$ cat src/shared/bodc_pkg.sv
package bodc_pkg;
    // Register offsets
    localparam logic [7:0] BODC_ADDR_CTL = 8'ha3;
    localparam logic [7:0] BODC_ADDR_CTL2 = 8'hab;
    localparam logic [7:0] BODC_ADDR_TA = 8'hc7;
    // Timed access key bytes
    localparam logic [7:0] BODC_TA_KEY1 = 8'haa;
    localparam logic [7:0] BODC_TA_KEY2 = 8'h55;
    // Field positions in control and config bytes
    localparam int BODC_BIT_EN = 7;
    localparam int BODC_BIT_THR_HI = 5;
    localparam int BODC_BIT_THR_LO = 4;
    localparam int BODC_BIT_FLAG = 3;
    localparam int BODC_BIT_RSEL = 2;
    localparam int BODC_BIT_CAUSE = 1;
    localparam int BODC_BIT_LP_HI = 2;
    localparam int BODC_BIT_LP_LO = 1;
    localparam int BODC_BIT_FILT = 0;
    // Reset values of the second control register
    localparam logic [1:0] BODC_LP_RESET = 2'h0;
    localparam logic BODC_FILT_RESET = 1'b1;
    // Threshold codes
    localparam logic [1:0] BODC_THR_2V2 = 2'h3;
    localparam logic [1:0] BODC_THR_2V7 = 2'h2;
    localparam logic [1:0] BODC_THR_3V7 = 2'h1;
    localparam logic [1:0] BODC_THR_4V4 = 2'h0;
    // Low-power sampling codes
    localparam logic [1:0] BODC_LP_ALWAYS = 2'h0;
    localparam logic [1:0] BODC_LP_1M6 = 2'h1;
    localparam logic [1:0] BODC_LP_6M4 = 2'h2;
    localparam logic [1:0] BODC_LP_25M6 = 2'h3;
    // Timing: system clock and slow internal clock
    localparam int BODC_SYS_PERIOD_NS = 50;
    localparam int BODC_LOW_SPEED_INTERNAL_CLOCK_PERIOD_NS = 100000;
    localparam int BODC_LOW_SPEED_INTERNAL_CLOCK_DIV = BODC_LOW_SPEED_INTERNAL_CLOCK_PERIOD_NS / BODC_SYS_PERIOD_NS;
    localparam int BODC_SAMPLE_1M6_US = 1600;
    localparam int BODC_SAMPLE_6M4_US = 6400;
    localparam int BODC_SAMPLE_25M6_US = 25600;
    localparam int BODC_LOW_SPEED_INTERNAL_CLOCK_US = BODC_LOW_SPEED_INTERNAL_CLOCK_PERIOD_NS / 1000;
    localparam logic [7:0] BODC_PER_1M6 =
        8'(BODC_SAMPLE_1M6_US / BODC_LOW_SPEED_INTERNAL_CLOCK_US - 1);
    localparam logic [7:0] BODC_PER_6M4 =
        8'(BODC_SAMPLE_6M4_US / BODC_LOW_SPEED_INTERNAL_CLOCK_US - 1);
    localparam logic [7:0] BODC_PER_25M6 =
        8'(BODC_SAMPLE_25M6_US / BODC_LOW_SPEED_INTERNAL_CLOCK_US - 1);
    localparam logic [7:0] BODC_SAMPLE_TICKS = 8'h02;
    // Three ticks: the first may come at once, so two full periods pass
    localparam logic [1:0] BODC_SETTLE_TICKS = 2'h3;
    localparam logic [5:0] BODC_FILT_SYS_LAST = 6'h1f;
    localparam logic [5:0] BODC_FILT_LOW_SPEED_INTERNAL_CLOCK_LAST = 6'h01;
    // Timed access states
    typedef enum logic [1:0] {
        BODC_TA_IDLE = 2'b00,
        BODC_TA_HALF = 2'b01,
        BODC_TA_OPEN = 2'b10
    } bodc_ta_e;
endpackage

$ cat src/design/bodc_sync2.sv
`timescale 1ns/10ps
`default_nettype none
module bodc_sync2 (
    input wire logic i_clk_sys,
    input wire logic i_async,
    output logic o_sync
);
    logic meta_q;

    // No reset: the level must survive a reset cycle for the flag preset
    always_ff @(posedge i_clk_sys) begin
        meta_q <= i_async;
        o_sync <= meta_q;
    end
endmodule
`default_nettype wire

$ cat src/design/bodc_top.sv
// Chosen here: strobed register access.
`timescale 1ns/10ps
`default_nettype none
module bodc_top
    import bodc_pkg::*;
(
    input wire logic i_clk_sys,
    input wire logic i_resetn,
    input wire logic i_por,
    input wire logic i_cmp_low,
    input wire logic [7:0] i_cfg_byte,
    input wire logic i_sysclk_is_low_speed_internal_clock,
    input wire logic i_brownout_irq_enable,
    input wire logic i_global_irq_enable,
    input wire logic [7:0] i_addr,
    input wire logic [7:0] i_wdata,
    input wire logic i_wr,
    input wire logic i_rd,
    output logic [7:0] o_rdata,
    output logic o_irq,
    output logic o_bod_reset,
    output logic o_cmp_enable,
    output logic [1:0] o_threshold_select,
    output logic o_supply_low_status
);
    logic cmp_sync;
    logic [11:0] div_cnt_q;
    logic low_speed_internal_clock_tick;
    bodc_ta_e ta_q;
    logic wr_ctl;
    logic wr_ctl2;
    logic detector_enable_q;
    logic brownout_reset_select_q;
    logic brownout_event_flag_q;
    logic brownout_reset_cause_q;
    logic [1:0] lowpower_sampling_select_q;
    logic noise_filter_enable_q;
    logic [1:0] settle_cnt_q;
    logic valid_q;
    logic [7:0] period_cnt_q;
    logic [7:0] period_last;
    logic sample_q;
    logic src;
    logic use_low_speed_internal_clock_filter;
    logic [5:0] filt_cnt_q;
    logic [5:0] filt_last;
    logic filt_step;
    logic filt_q;
    logic low_now;
    logic low_prev_q;
    logic drop_ev;
    logic rise_ev;

    // Comparator output is asynchronous to the logic
    bodc_sync2 u_sync (
        .i_clk_sys(i_clk_sys),
        .i_async(i_cmp_low),
        .o_sync(cmp_sync)
    );

    // Slow internal clock as an enable pulse
    assign low_speed_internal_clock_tick = (div_cnt_q == 12'(BODC_LOW_SPEED_INTERNAL_CLOCK_DIV - 1));
    always_ff @(posedge i_clk_sys) begin
        if (!i_resetn || low_speed_internal_clock_tick) begin
            div_cnt_q <= 12'h000;
        end else begin
            div_cnt_q <= div_cnt_q + 12'h001;
        end
    end

    // Timed access: any other write closes the window
    assign wr_ctl = i_wr && (ta_q == BODC_TA_OPEN) &&
        (i_addr == BODC_ADDR_CTL);
    assign wr_ctl2 = i_wr && (ta_q == BODC_TA_OPEN) &&
        (i_addr == BODC_ADDR_CTL2);
    always_ff @(posedge i_clk_sys) begin
        if (!i_resetn) begin
            ta_q <= BODC_TA_IDLE;
        end else if (i_wr) begin
            if (i_addr == BODC_ADDR_TA && i_wdata == BODC_TA_KEY1) begin
                ta_q <= BODC_TA_HALF;
            end else if (i_addr == BODC_ADDR_TA && i_wdata == BODC_TA_KEY2
                && ta_q == BODC_TA_HALF) begin
                ta_q <= BODC_TA_OPEN;
            end else begin
                ta_q <= BODC_TA_IDLE;
            end
        end
    end

    // Settings reloaded from the config byte on every reset
    always_ff @(posedge i_clk_sys) begin
        if (!i_resetn) begin
            detector_enable_q <= i_cfg_byte[BODC_BIT_EN];
            o_threshold_select <=
                i_cfg_byte[BODC_BIT_THR_HI:BODC_BIT_THR_LO];
            brownout_reset_select_q <= i_cfg_byte[BODC_BIT_RSEL];
        end else if (wr_ctl) begin
            detector_enable_q <= i_wdata[BODC_BIT_EN];
            o_threshold_select <=
                i_wdata[BODC_BIT_THR_HI:BODC_BIT_THR_LO];
            brownout_reset_select_q <= i_wdata[BODC_BIT_RSEL];
        end
    end

    // Second control register: sampling mode and filter
    always_ff @(posedge i_clk_sys) begin
        if (!i_resetn) begin
            lowpower_sampling_select_q <= BODC_LP_RESET;
            noise_filter_enable_q <= BODC_FILT_RESET;
        end else if (wr_ctl2) begin
            lowpower_sampling_select_q <=
                i_wdata[BODC_BIT_LP_HI:BODC_BIT_LP_LO];
            noise_filter_enable_q <= i_wdata[BODC_BIT_FILT];
        end
    end

    // Result invalid until the third slow tick after enabling
    always_ff @(posedge i_clk_sys) begin
        if (!i_resetn || !detector_enable_q) begin
            settle_cnt_q <= 2'h0;
            valid_q <= 1'b0;
        end else if (!valid_q && low_speed_internal_clock_tick) begin
            settle_cnt_q <= settle_cnt_q + 2'h1;
            valid_q <= (settle_cnt_q == BODC_SETTLE_TICKS - 2'h1);
        end
    end

    // Sampling period in slow ticks
    always_comb begin
        unique case (lowpower_sampling_select_q)
            BODC_LP_1M6: period_last = BODC_PER_1M6;
            BODC_LP_6M4: period_last = BODC_PER_6M4;
            BODC_LP_25M6: period_last = BODC_PER_25M6;
            BODC_LP_ALWAYS: period_last = 8'h00;
        endcase
    end

    // Comparator powered for a short window each period, or always in BODC_LP_ALWAYS mode
    always_ff @(posedge i_clk_sys) begin
        if (!i_resetn) begin
            period_cnt_q <= 8'h00;
        end else if (low_speed_internal_clock_tick) begin
            if (period_cnt_q >= period_last) begin
                period_cnt_q <= 8'h00;
            end else begin
                period_cnt_q <= period_cnt_q + 8'h01;
            end
        end
    end

    always_ff @(posedge i_clk_sys) begin
        if (!i_resetn) begin
            o_cmp_enable <= 1'b0;
            sample_q <= 1'b0;
        end else begin
            o_cmp_enable <= detector_enable_q &&
                (lowpower_sampling_select_q == BODC_LP_ALWAYS ||
                period_cnt_q < BODC_SAMPLE_TICKS);
            // Sample at the end of the window, once the output settled
            if (low_speed_internal_clock_tick && period_cnt_q == BODC_SAMPLE_TICKS - 8'h01) begin
                sample_q <= cmp_sync;
            end
        end
    end

    assign src = (lowpower_sampling_select_q == BODC_LP_ALWAYS) ?
        cmp_sync : sample_q;

    // Fast filter only on a fast clock with comparator always on
    assign use_low_speed_internal_clock_filter = i_sysclk_is_low_speed_internal_clock ||
        lowpower_sampling_select_q != BODC_LP_ALWAYS;
    assign filt_last = use_low_speed_internal_clock_filter ?
        BODC_FILT_LOW_SPEED_INTERNAL_CLOCK_LAST : BODC_FILT_SYS_LAST;
    assign filt_step = use_low_speed_internal_clock_filter ? low_speed_internal_clock_tick : 1'b1;
    always_ff @(posedge i_clk_sys) begin
        if (!i_resetn) begin
            filt_q <= 1'b0;
            filt_cnt_q <= 6'h00;
        end else if (!noise_filter_enable_q) begin
            filt_q <= src;
            filt_cnt_q <= 6'h00;
        end else if (src == filt_q) begin
            filt_cnt_q <= 6'h00;
        end else if (filt_step) begin
            if (filt_cnt_q >= filt_last) begin
                filt_q <= src;
                filt_cnt_q <= 6'h00;
            end else begin
                filt_cnt_q <= filt_cnt_q + 6'h01;
            end
        end
    end

    // Crossings only count while the result is valid
    assign low_now = valid_q && filt_q;
    assign drop_ev = valid_q && low_now && !low_prev_q;
    assign rise_ev = valid_q && !low_now && low_prev_q;
    always_ff @(posedge i_clk_sys) begin
        if (!i_resetn) begin
            low_prev_q <= 1'b0;
            o_supply_low_status <= 1'b0;
        end else begin
            low_prev_q <= low_now;
            o_supply_low_status <= low_now;
        end
    end

    // Event flag: hardware set wins over a software clear
    always_ff @(posedge i_clk_sys) begin
        if (!i_resetn) begin
            brownout_event_flag_q <= i_cfg_byte[BODC_BIT_EN] &&
                !i_cfg_byte[BODC_BIT_RSEL] && cmp_sync;
        end else if ((drop_ev && !brownout_reset_select_q) || rise_ev) begin
            brownout_event_flag_q <= 1'b1;
        end else if (wr_ctl && !i_wdata[BODC_BIT_FLAG]) begin
            brownout_event_flag_q <= 1'b0;
        end
    end

    // Interrupt request gated by both enables
    always_ff @(posedge i_clk_sys) begin
        if (!i_resetn) begin
            o_irq <= 1'b0;
        end else begin
            o_irq <= brownout_event_flag_q && i_brownout_irq_enable &&
                i_global_irq_enable;
        end
    end

    // Reset held while supply low; our own reset then drops it
    always_ff @(posedge i_clk_sys) begin
        if (!i_resetn) begin
            o_bod_reset <= 1'b0;
        end else begin
            o_bod_reset <= brownout_reset_select_q && low_now;
        end
    end

    // Cause flag survives every reset except power-on
    always_ff @(posedge i_clk_sys) begin
        if (!i_resetn && i_por) begin
            brownout_reset_cause_q <= 1'b0;
        end else if (o_bod_reset) begin
            brownout_reset_cause_q <= 1'b1;
        end else if (wr_ctl && !i_wdata[BODC_BIT_CAUSE]) begin
            brownout_reset_cause_q <= 1'b0;
        end
    end

    // Read data one cycle after the strobe, zero otherwise
    always_ff @(posedge i_clk_sys) begin
        if (!i_resetn || !i_rd) begin
            o_rdata <= 8'h00;
        end else if (i_addr == BODC_ADDR_CTL) begin
            o_rdata <= {detector_enable_q, 1'b0, o_threshold_select,
                brownout_event_flag_q, brownout_reset_select_q,
                brownout_reset_cause_q, o_supply_low_status};
        end else if (i_addr == BODC_ADDR_CTL2) begin
            o_rdata <= {5'h00, lowpower_sampling_select_q,
                noise_filter_enable_q};
        end else begin
            o_rdata <= 8'h00;
        end
    end
endmodule
`default_nettype wire

$ cat config.mk
export PLATFORM = sky130hd
export DESIGN_NAME = bodc_top
export DESIGN_NICKNAME = d
export VERILOG_FILES = /design/src/shared/bodc_pkg.sv /design/src/design/bodc_sync2.sv /design/src/design/bodc_top.sv
export SDC_FILE = /design/constraint.sdc
export NUM_CORES = 1
export LEC_CHECK = 0
export BUFFER_PORTS_ARGS = -buffer_cell sky130_fd_sc_hd__buf_2
export CAP_MARGIN = 0
export CORE_UTILIZATION = 50
export DETAILED_ROUTE_END_ITERATION = 7
export PLACE_DENSITY = 0.73
export SETUP_SLACK_MARGIN = 0.15
export SLEW_MARGIN = 25
export SYNTH_ARGS = -nofsm -noshare
export SYNTH_HDL_FRONTEND = slang
export SYNTH_SLANG_ARGS = --single-unit
export TNS_END_PERCENT = 10
$ cat constraint.sdc
create_clock -name i_clk_sys -period 2.5 [get_ports i_clk_sys]
set_clock_uncertainty 0.15 [all_clocks]
set_input_delay 0.375 -clock i_clk_sys [delete_from_list [all_inputs] [get_ports i_clk_sys]]
set_output_delay 0.375 -clock i_clk_sys [all_outputs]
set_load 0.02 [all_outputs]
==> impl_metrics.yaml, run 1 <==
outcome:
  status: "finished, final reports clean"
synth:
  synth-main-ff-cell: "dfxtp_1"
  synth_area_mm2: 0.00267
  ys_ff_latch: 55
  synth.area.top_cells: "dfxtp_1 37%, ha_1 8.0%, edfxtp_1 5.6%, nor2_1 4.8%, nand2_1 3.4%"
  yosys_warnings: 0
  synth_top_area_share: 0.375
  synth_area_per_cell_um2: 9.38
  ys_async_sr_fraction: 0
  synth_edf_count: 5
  synth_top_cell_by_area: "dfxtp_1"
  netlist_instances: 285
  synth_most_common_cell: "dfxtp_1"
  synth_common_cells: "50 x dfxtp_1, 34 x nor2_1, 24 x nand2_1, 17 x ha_1, 16 x nand3_1"
  mappedNetlistNets: 335
  ys_types: 55
  seq_area_frac_synth: 0.431
floorplanning:
  pin_count: 47
  die_w_um: 75.1
  rows: 26
  dieArea_mm2: 0.00564
  die-height_um: 75.1
  core_mm2: 0.00514
  start_util: 0.520
detailed_routing:
  wl_per_cell_um: 13.3
  drt-initial-drc-count: 111
  vias: 2182
  viasPerCell: 5.40
  finalWirelength_mm: 5.36
  ant_nets: 0
  drc: 0
  detailedRoute.firstPassIterationCount: 4
timing:
  slew_viol_final: 0
  min_period_ns: 2.16
  setup_tns_ns: 0
  hold_viol_final: 0
  clock.fmax_mhz: 462
  rsz0062_at_grt: "no"
  setup_ws_ns: 0.336
  setup_viol: 0
  fin_crit_sh: 0.865
placed_design:
  preCtsSetupSlack_ns: 0.138
  port_buffers: 41
  dp_hpwl_mm: 4.09
  gp_congestion: 0.835
pwr:
  p_leak_nw: 1.24
  pwr-share-seq: 0.611
  switching_power_w: 0.000348
  pwr-share-clk: 0.319
  powerDensity_mw_per_mm2: 484
  internal_power_w: 0.00115
  p_total_w: 0.00150
  p_sw_frac: 0.232
  comb_power_share: 0.070
  ir_worst_vdd_mv: 0.260
final_layout:
  nNetsFinal: 383
  fillers: 467
  layout-drive-gt1-share: 0.222
  syn2layout_area_growth_pct: 15.7
  antenna_cells: 0
clock_network:
  cts_tree: "built"
  clkSinkCount: 55
  clkTransAtPathRegs_ns: 0.09
  cts_root_buf: "clkbuf_8"
  h-tree-depth: 2
  clk_path_buf_depth: 2
  worstSkewPairLatency_ns: 0.31
  cts_buffers: 5
global_route:
  grt_pass1_wl_mm: 8.98
  antenna_found_initial: 0
  grt_pass1_vias: 1901
  grt_max_degree: 23
  gr-total-overflow: 0
  grt_usage: 0.211
worst_hold_path:
  min_path_type: "input port to register"
  worstHoldStart: "i_wdata[0]"
critical_path:
  required_ns: 2.60
  criticalPathCategory: "register to register"
  crit_fanout: 7
  cp.arrival_ns: 2.26
  crit_start: "lowpower_sampling_select_q[0]$_SDFFE_PN0P_"
  end_kind: "register"
  timing.reg2reg.setup_slack_ns: 0.34
  reg2reg_from: "lowpower_sampling_select_q[0]$_SDFFE_PN0P_"
  cp-start-kind: "register"
run:
  cap_violations: 0
==> cell families (layout without fill, tap and decap cells) <==
kind of cell | after synthesis | in the layout | share of synthesized area
AOI/OAI and AO/OA | 42 | 42 | 0.106
DFF | 55 | 55 | 0.431
other | 1 | 1 | 0.00140
xor gates and xnor gates | 12 | 12 | 0.0393
buffers and inverters | 14 | 63 | 0.0220
muxes | 13 | 13 | 0.0515
adders and majority gates | 17 | 17 | 0.0796
and+or+nand+nor | 131 | 131 | 0.269
==> worst max-delay path: stages, from the launching register on <==
cell and delay, ns:
dfxtp_2 0.37, nor3_4 0.21, inv_2 0.11, ha_1 0.31, a21oi_1 0.08, o21ai_2 0.20, nor2_1 0.09, or4b_1 0.49
o21ai_1 0.08
==> stage by stage <==
| step | hold WS [ns] | instances | util | instance area (µm²) |
|---|---|---|---|---|
| floorplan | 0.160 | 285 | - | 2670 |
| global placement | 0.162 | 394 | 0.577 | 2970 |
| detailed placement | 0.162 | 394 | 0.577 | 2970 |
| CTS | 0.00121 | 402 | 0.595 | 3060 |
| global route | 0.190 | 404 | 0.602 | 3090 |
| finish | 0.180 | 404 | 0.602 | 3090 |
==> worst paths after layout <==
path                                                      endpoint  depth (start not counted)
worst max-delay path                           filt_q$_SDFFE_PN0P_                          8
worst min-delay path            noise_filter_enable_q$_SDFFE_PN1P_                          3
worst max register to register                 filt_q$_SDFFE_PN0P_                          8
worst min register to register               u_sync.o_sync$_DFF_P_                          0
==> placed cells by master (no fill, tap or decap), types with 5 or more instances in the layout <==
cell type	count
mux2i_1	7
mux2_2	6
buf_2	41
a21oi_1	6
edfxtp_1	5
nor2_1	33
clkbuf_8	5
xnor2_1	5
nor3_1	6
ha_1	17
dfxtp_1	48
o21ai_0	6
buf_4	5
and2_1	7
nand3_1	16
nand2_1	24
xor2_1	7
o211ai_1	5
inv_1	7
and3_1	7
==> layer usage <==
layer / routed length (µm) / global-route usage / up-vias
met5: 0 / 0 / -
met4: 78 / 0.0692 / 0
met3: 129 / 0.0402 / 7
met2: 2450 / 0.322 / 30
met1: 2710 / 0.301 / 1014
li1: - / - / 1131
==> registers in the layout, summed over array words and instances, names as in the netlist, 2 cells and up <==
| signal | count |
|---|---|
| settle_cnt_q | 2 |
| o_rdata | 7 |
| period_cnt_q | 8 |
| ta_q | 2 |
| lowpower_sampling_select_q | 2 |
| o_threshold_select | 2 |
| filt_cnt_q | 6 |
| div_cnt_q | 12 |
==> final cells by class <==
| type | instances | area [µm²] | area share |
|---|---|---|---|
| multi-input combinational | 216 | 1480 | 0.479 |
| tap | 70 | 87.6 | 0.0283 |
| clock buffer | 5 | 68.8 | 0.0222 |
| inverter | 8 | 30.0 | 0.00971 |
| clock inverter | 3 | 20.0 | 0.00647 |
| timing repair buffer | 47 | 253 | 0.0817 |
| sequential | 55 | 1150 | 0.373 |
==> power groups by stage <==
stage | clock network [W] | logic (W) | registers (W)
2_1_floorplan | 0 | 0.0000547 | 0.000938
3_3_place_gp | 0 | 0.0000985 | 0.000934
3_5_place_dp | 0 | 0.000101 | 0.000934
4_1_cts | 0.000498 | 0.000102 | 0.000914
5_1_grt | 0.000539 | 0.000116 | 0.000916
6_report | 0.000478 | 0.000105 | 0.000914
==> timing repair <==
item,4_1_cts,5_1_grt
setup endpoints to repair,1,12
pin swaps,0,2
gates resized for setup,1,5
hold buffers,0,1
cloned,0,0
endpoints found under the hold margin,0,1
setup buffers,0,1
Note: power is estimated with default switching activity, not from simulation.
==> run 2, diff against run 1 <==
- ABC_AREA: unset -> 1
- PLACE_DENSITY: 0.73 -> 0.72
- SLEW_MARGIN: 25 -> unset
==> impl_metrics.yaml, run 2 <==
outcome:
  status: "finished, final reports clean"
timing:
  rsz0062_at_grt: "no"
  hold_viol_final: 0
  slew_viol_final: 0
  fin_crit_sh: 0.856
  setup_viol: 0
  whs_ns: 0.0148
  clock.fmax_mhz: 467
  setup_tns_ns: 0
  min_period_ns: 2.14
pwr:
  internal_power_w: 0.00127
  switching_power_w: 0.000365
  comb_power_share: 0.067
  pwr-share-seq: 0.559
  ir_worst_vdd_mv: 0.297
  pwr-share-clk: 0.374
  p_leak_nw: 1.54
  p_sw_frac: 0.223
  powerDensity_mw_per_mm2: 505
global_route:
  gr-total-overflow: 0
  grt_max_degree: 17
  grt_pass1_wl_mm: 9.96
  grt_usage: 0.207
  grt_pass1_vias: 2393
  antenna_found_initial: 0
detailed_routing:
  drc: 0
  viasPerCell: 5.00
  vias: 2529
  finalWirelength_mm: 5.59
  drt-initial-drc-count: 80
  detailedRoute.firstPassIterationCount: 4
  ant_nets: 0
  wl_per_cell_um: 11.0
synth:
  ys_async_sr_fraction: 0
  yosys_warnings: 0
  synth_top_area_share: 0.353
  synth_area_mm2: 0.00284
  mappedNetlistNets: 436
  synth_most_common_cell: "nand2_1"
  synth_common_cells: "84 x nand2_1, 53 x inv_1, 50 x dfxtp_1, 47 x nor2_1, 39 x nand3_1"
  synth_edf_count: 5
  seq_area_frac_synth: 0.406
  synth_top_cell_by_area: "dfxtp_1"
  synth_area_per_cell_um2: 7.35
  ys_types: 37
  synth-main-ff-cell: "dfxtp_1"
  synth.area.top_cells: "dfxtp_1 35%, nand2_1 11%, ha_1 7.5%, inv_1 7.0%, nand3_1 6.9%"
  ys_ff_latch: 55
  netlist_instances: 386
clock_network:
  cts_hold_buf: 0
  cts_root_buf: "clkbuf_8"
  clk_path_buf_depth: 2
  h-tree-depth: 2
  cts_resized: 0
  cts_buffers: 5
  clkSinkCount: 55
  worstSkewPairLatency_ns: 0.31
  clkTransAtPathRegs_ns: 0.10
  cts_tree: "built"
  postCtsSetupBuffers: 0
final_layout:
  final_cell_mix: "84 x nand2_1, 53 x inv_1, 50 x dfxtp_1, 47 x nor2_1, 41 x buf_2"
  seqCellArea_mm2: 0.00115
  layout-drive-gt1-share: 0.159
  nNetsFinal: 483
  layout_commonest_cell: "nand2_1"
  regMostFlops: "div_cnt_q"
  antenna_cells: 0
  fillers: 535
  syn2layout_area_growth_pct: 14.5
  multi_input_area_mm2: 0.00145
  reg.largest.list: "div_cnt_q (12), period_cnt_q (8), o_rdata (7)"
  largest_register_ff_count: 12
floorplanning:
  die-height_um: 77.3
  core_mm2: 0.00547
  die_w_um: 77.3
  pin_count: 47
  dieArea_mm2: 0.00598
  start_util: 0.518
  rows: 27
critical_path:
  timing.reg2reg.setup_slack_ns: 0.36
  reg2reg_from: "lowpower_sampling_select_q[1]$_SDFFE_PN0P_"
  cp-start-kind: "register"
  required_ns: 2.56
  criticalPathCategory: "register to register"
  crit_fanout: 5
  r2r_cells: 11
  cp.arrival_ns: 2.20
  end_kind: "register"
  r2r-end: "filt_cnt_q[5]$_SDFFE_PP0P_"
worst_hold_path:
  min_path_cells: 1
  worstHoldStart: "i_cmp_low"
  hold_end: "u_sync.meta_q$_DFF_P_"
  min_path_type: "input port to register"
placed_design:
  port_buffers: 41
  dp_hpwl_mm: 4.35
  gp_congestion: 0.827
run:
  cap_violations: 0
run 2: cell count changes in the layout (fill, tap and decap cells not counted), moves of 6 or more:
cell / change
nand2_1: +60
inv_1: +46
nand3_1: +23
a21oi_1: +16
nor2_1: +14
and2_1: -7
mux2i_1: -7
and3_1: -6
mux2_2: -6
run 2: layer usage:
| layer | track usage | wire (µm) | vias to the layer above |
|---|---|---|---|
| met5 | 0 | 0 | - |
| met4 | 0.0698 | 76 | 0 |
| met3 | 0.0381 | 153 | 6 |
| met2 | 0.364 | 2630 | 31 |
| met1 | 0.250 | 2740 | 1153 |
| li1 | - | - | 1339 |
run 2: power by group through the flow:
stage | sequential [W] | combinational (W) | clock, W
after floorplan | 0.000940 | 0.0000619 | 0
after global placement | 0.000936 | 0.000108 | 0
after detailed placement | 0.000937 | 0.000110 | 0
after CTS | 0.000917 | 0.000111 | 0.000627
after global routing | 0.000920 | 0.000126 | 0.000657
final | 0.000916 | 0.000110 | 0.000613
run 2: cells by family (layout without fill, tap and decap cells):
family / after synthesis / count (layout) / share of synthesized area
DFF: 55 / 55 / 0.406
buffers and inverters: 60 / 108 / 0.0843
AOI/OAI and AO/OA: 38 / 38 / 0.0728
other: 1 / 1 / 0.00132
and+or+nand+nor: 206 / 206 / 0.330
xor gates and xnor gates: 9 / 9 / 0.0304
adders and majority gates: 17 / 17 / 0.0750
run 2: worst max-delay path, stage by stage, from the launching register on:
cell      delay (ns)
dfxtp_1         0.36
nor2_2          0.16
inv_2           0.08
or2_1           0.28
ha_1            0.30
inv_1           0.03
nor2_1          0.12
nand3_1         0.09
nand3_1         0.18
nand2_4         0.08
nand3b_1        0.14
nor2_1          0.07
run 2: area by class of cell:
cell class / count / share of cell area
Tap cell: 72 / 0.0277
Sequential cell: 55 / 0.355
Clock inverter: 2 / 0.0108
Multi-Input combinational cell: 271 / 0.445
Inverter: 55 / 0.0636
Timing Repair Buffer: 45 / 0.0724
Clock buffer: 6 / 0.0254
run 2: worst max-delay path by stage:
stage,startpoint,endpoint,slack [ns],depth (start not counted)
after floorplan,lowpower_sampling_select_q[1]$_SDFFE_PN0P_,filt_q$_SDFFE_PN0P_,0.45,12
after global placement,lowpower_sampling_select_q[1]$_SDFFE_PN0P_,filt_cnt_q[0]$_SDFFE_PP0P_,0.40,11
after detailed placement,lowpower_sampling_select_q[1]$_SDFFE_PN0P_,filt_cnt_q[5]$_SDFFE_PP0P_,0.36,11
after CTS,lowpower_sampling_select_q[1]$_SDFFE_PN0P_,filt_cnt_q[5]$_SDFFE_PP0P_,0.34,11
after global routing,lowpower_sampling_select_q[1]$_SDFFE_PN0P_,filt_cnt_q[5]$_SDFFE_PP0P_,0.21,11
final,lowpower_sampling_select_q[1]$_SDFFE_PN0P_,filt_cnt_q[5]$_SDFFE_PP0P_,0.36,11
run 2: per-stage QoR:
| stage | cell area, µm² | std cells | power [W] | utilization | setup WS, ns |
|---|---|---|---|---|---|
| after floorplan | 2840 | 386 | 0.00100 | - | 0.451 |
| after global placement | 3130 | 498 | 0.00104 | 0.572 | 0.404 |
| after detailed placement | 3130 | 498 | 0.00105 | 0.572 | 0.360 |
| after CTS | 3250 | 506 | 0.00166 | 0.593 | 0.343 |
| after global routing | 3250 | 506 | 0.00170 | 0.593 | 0.205 |
| final | 3250 | 506 | 0.00164 | 0.593 | 0.359 |
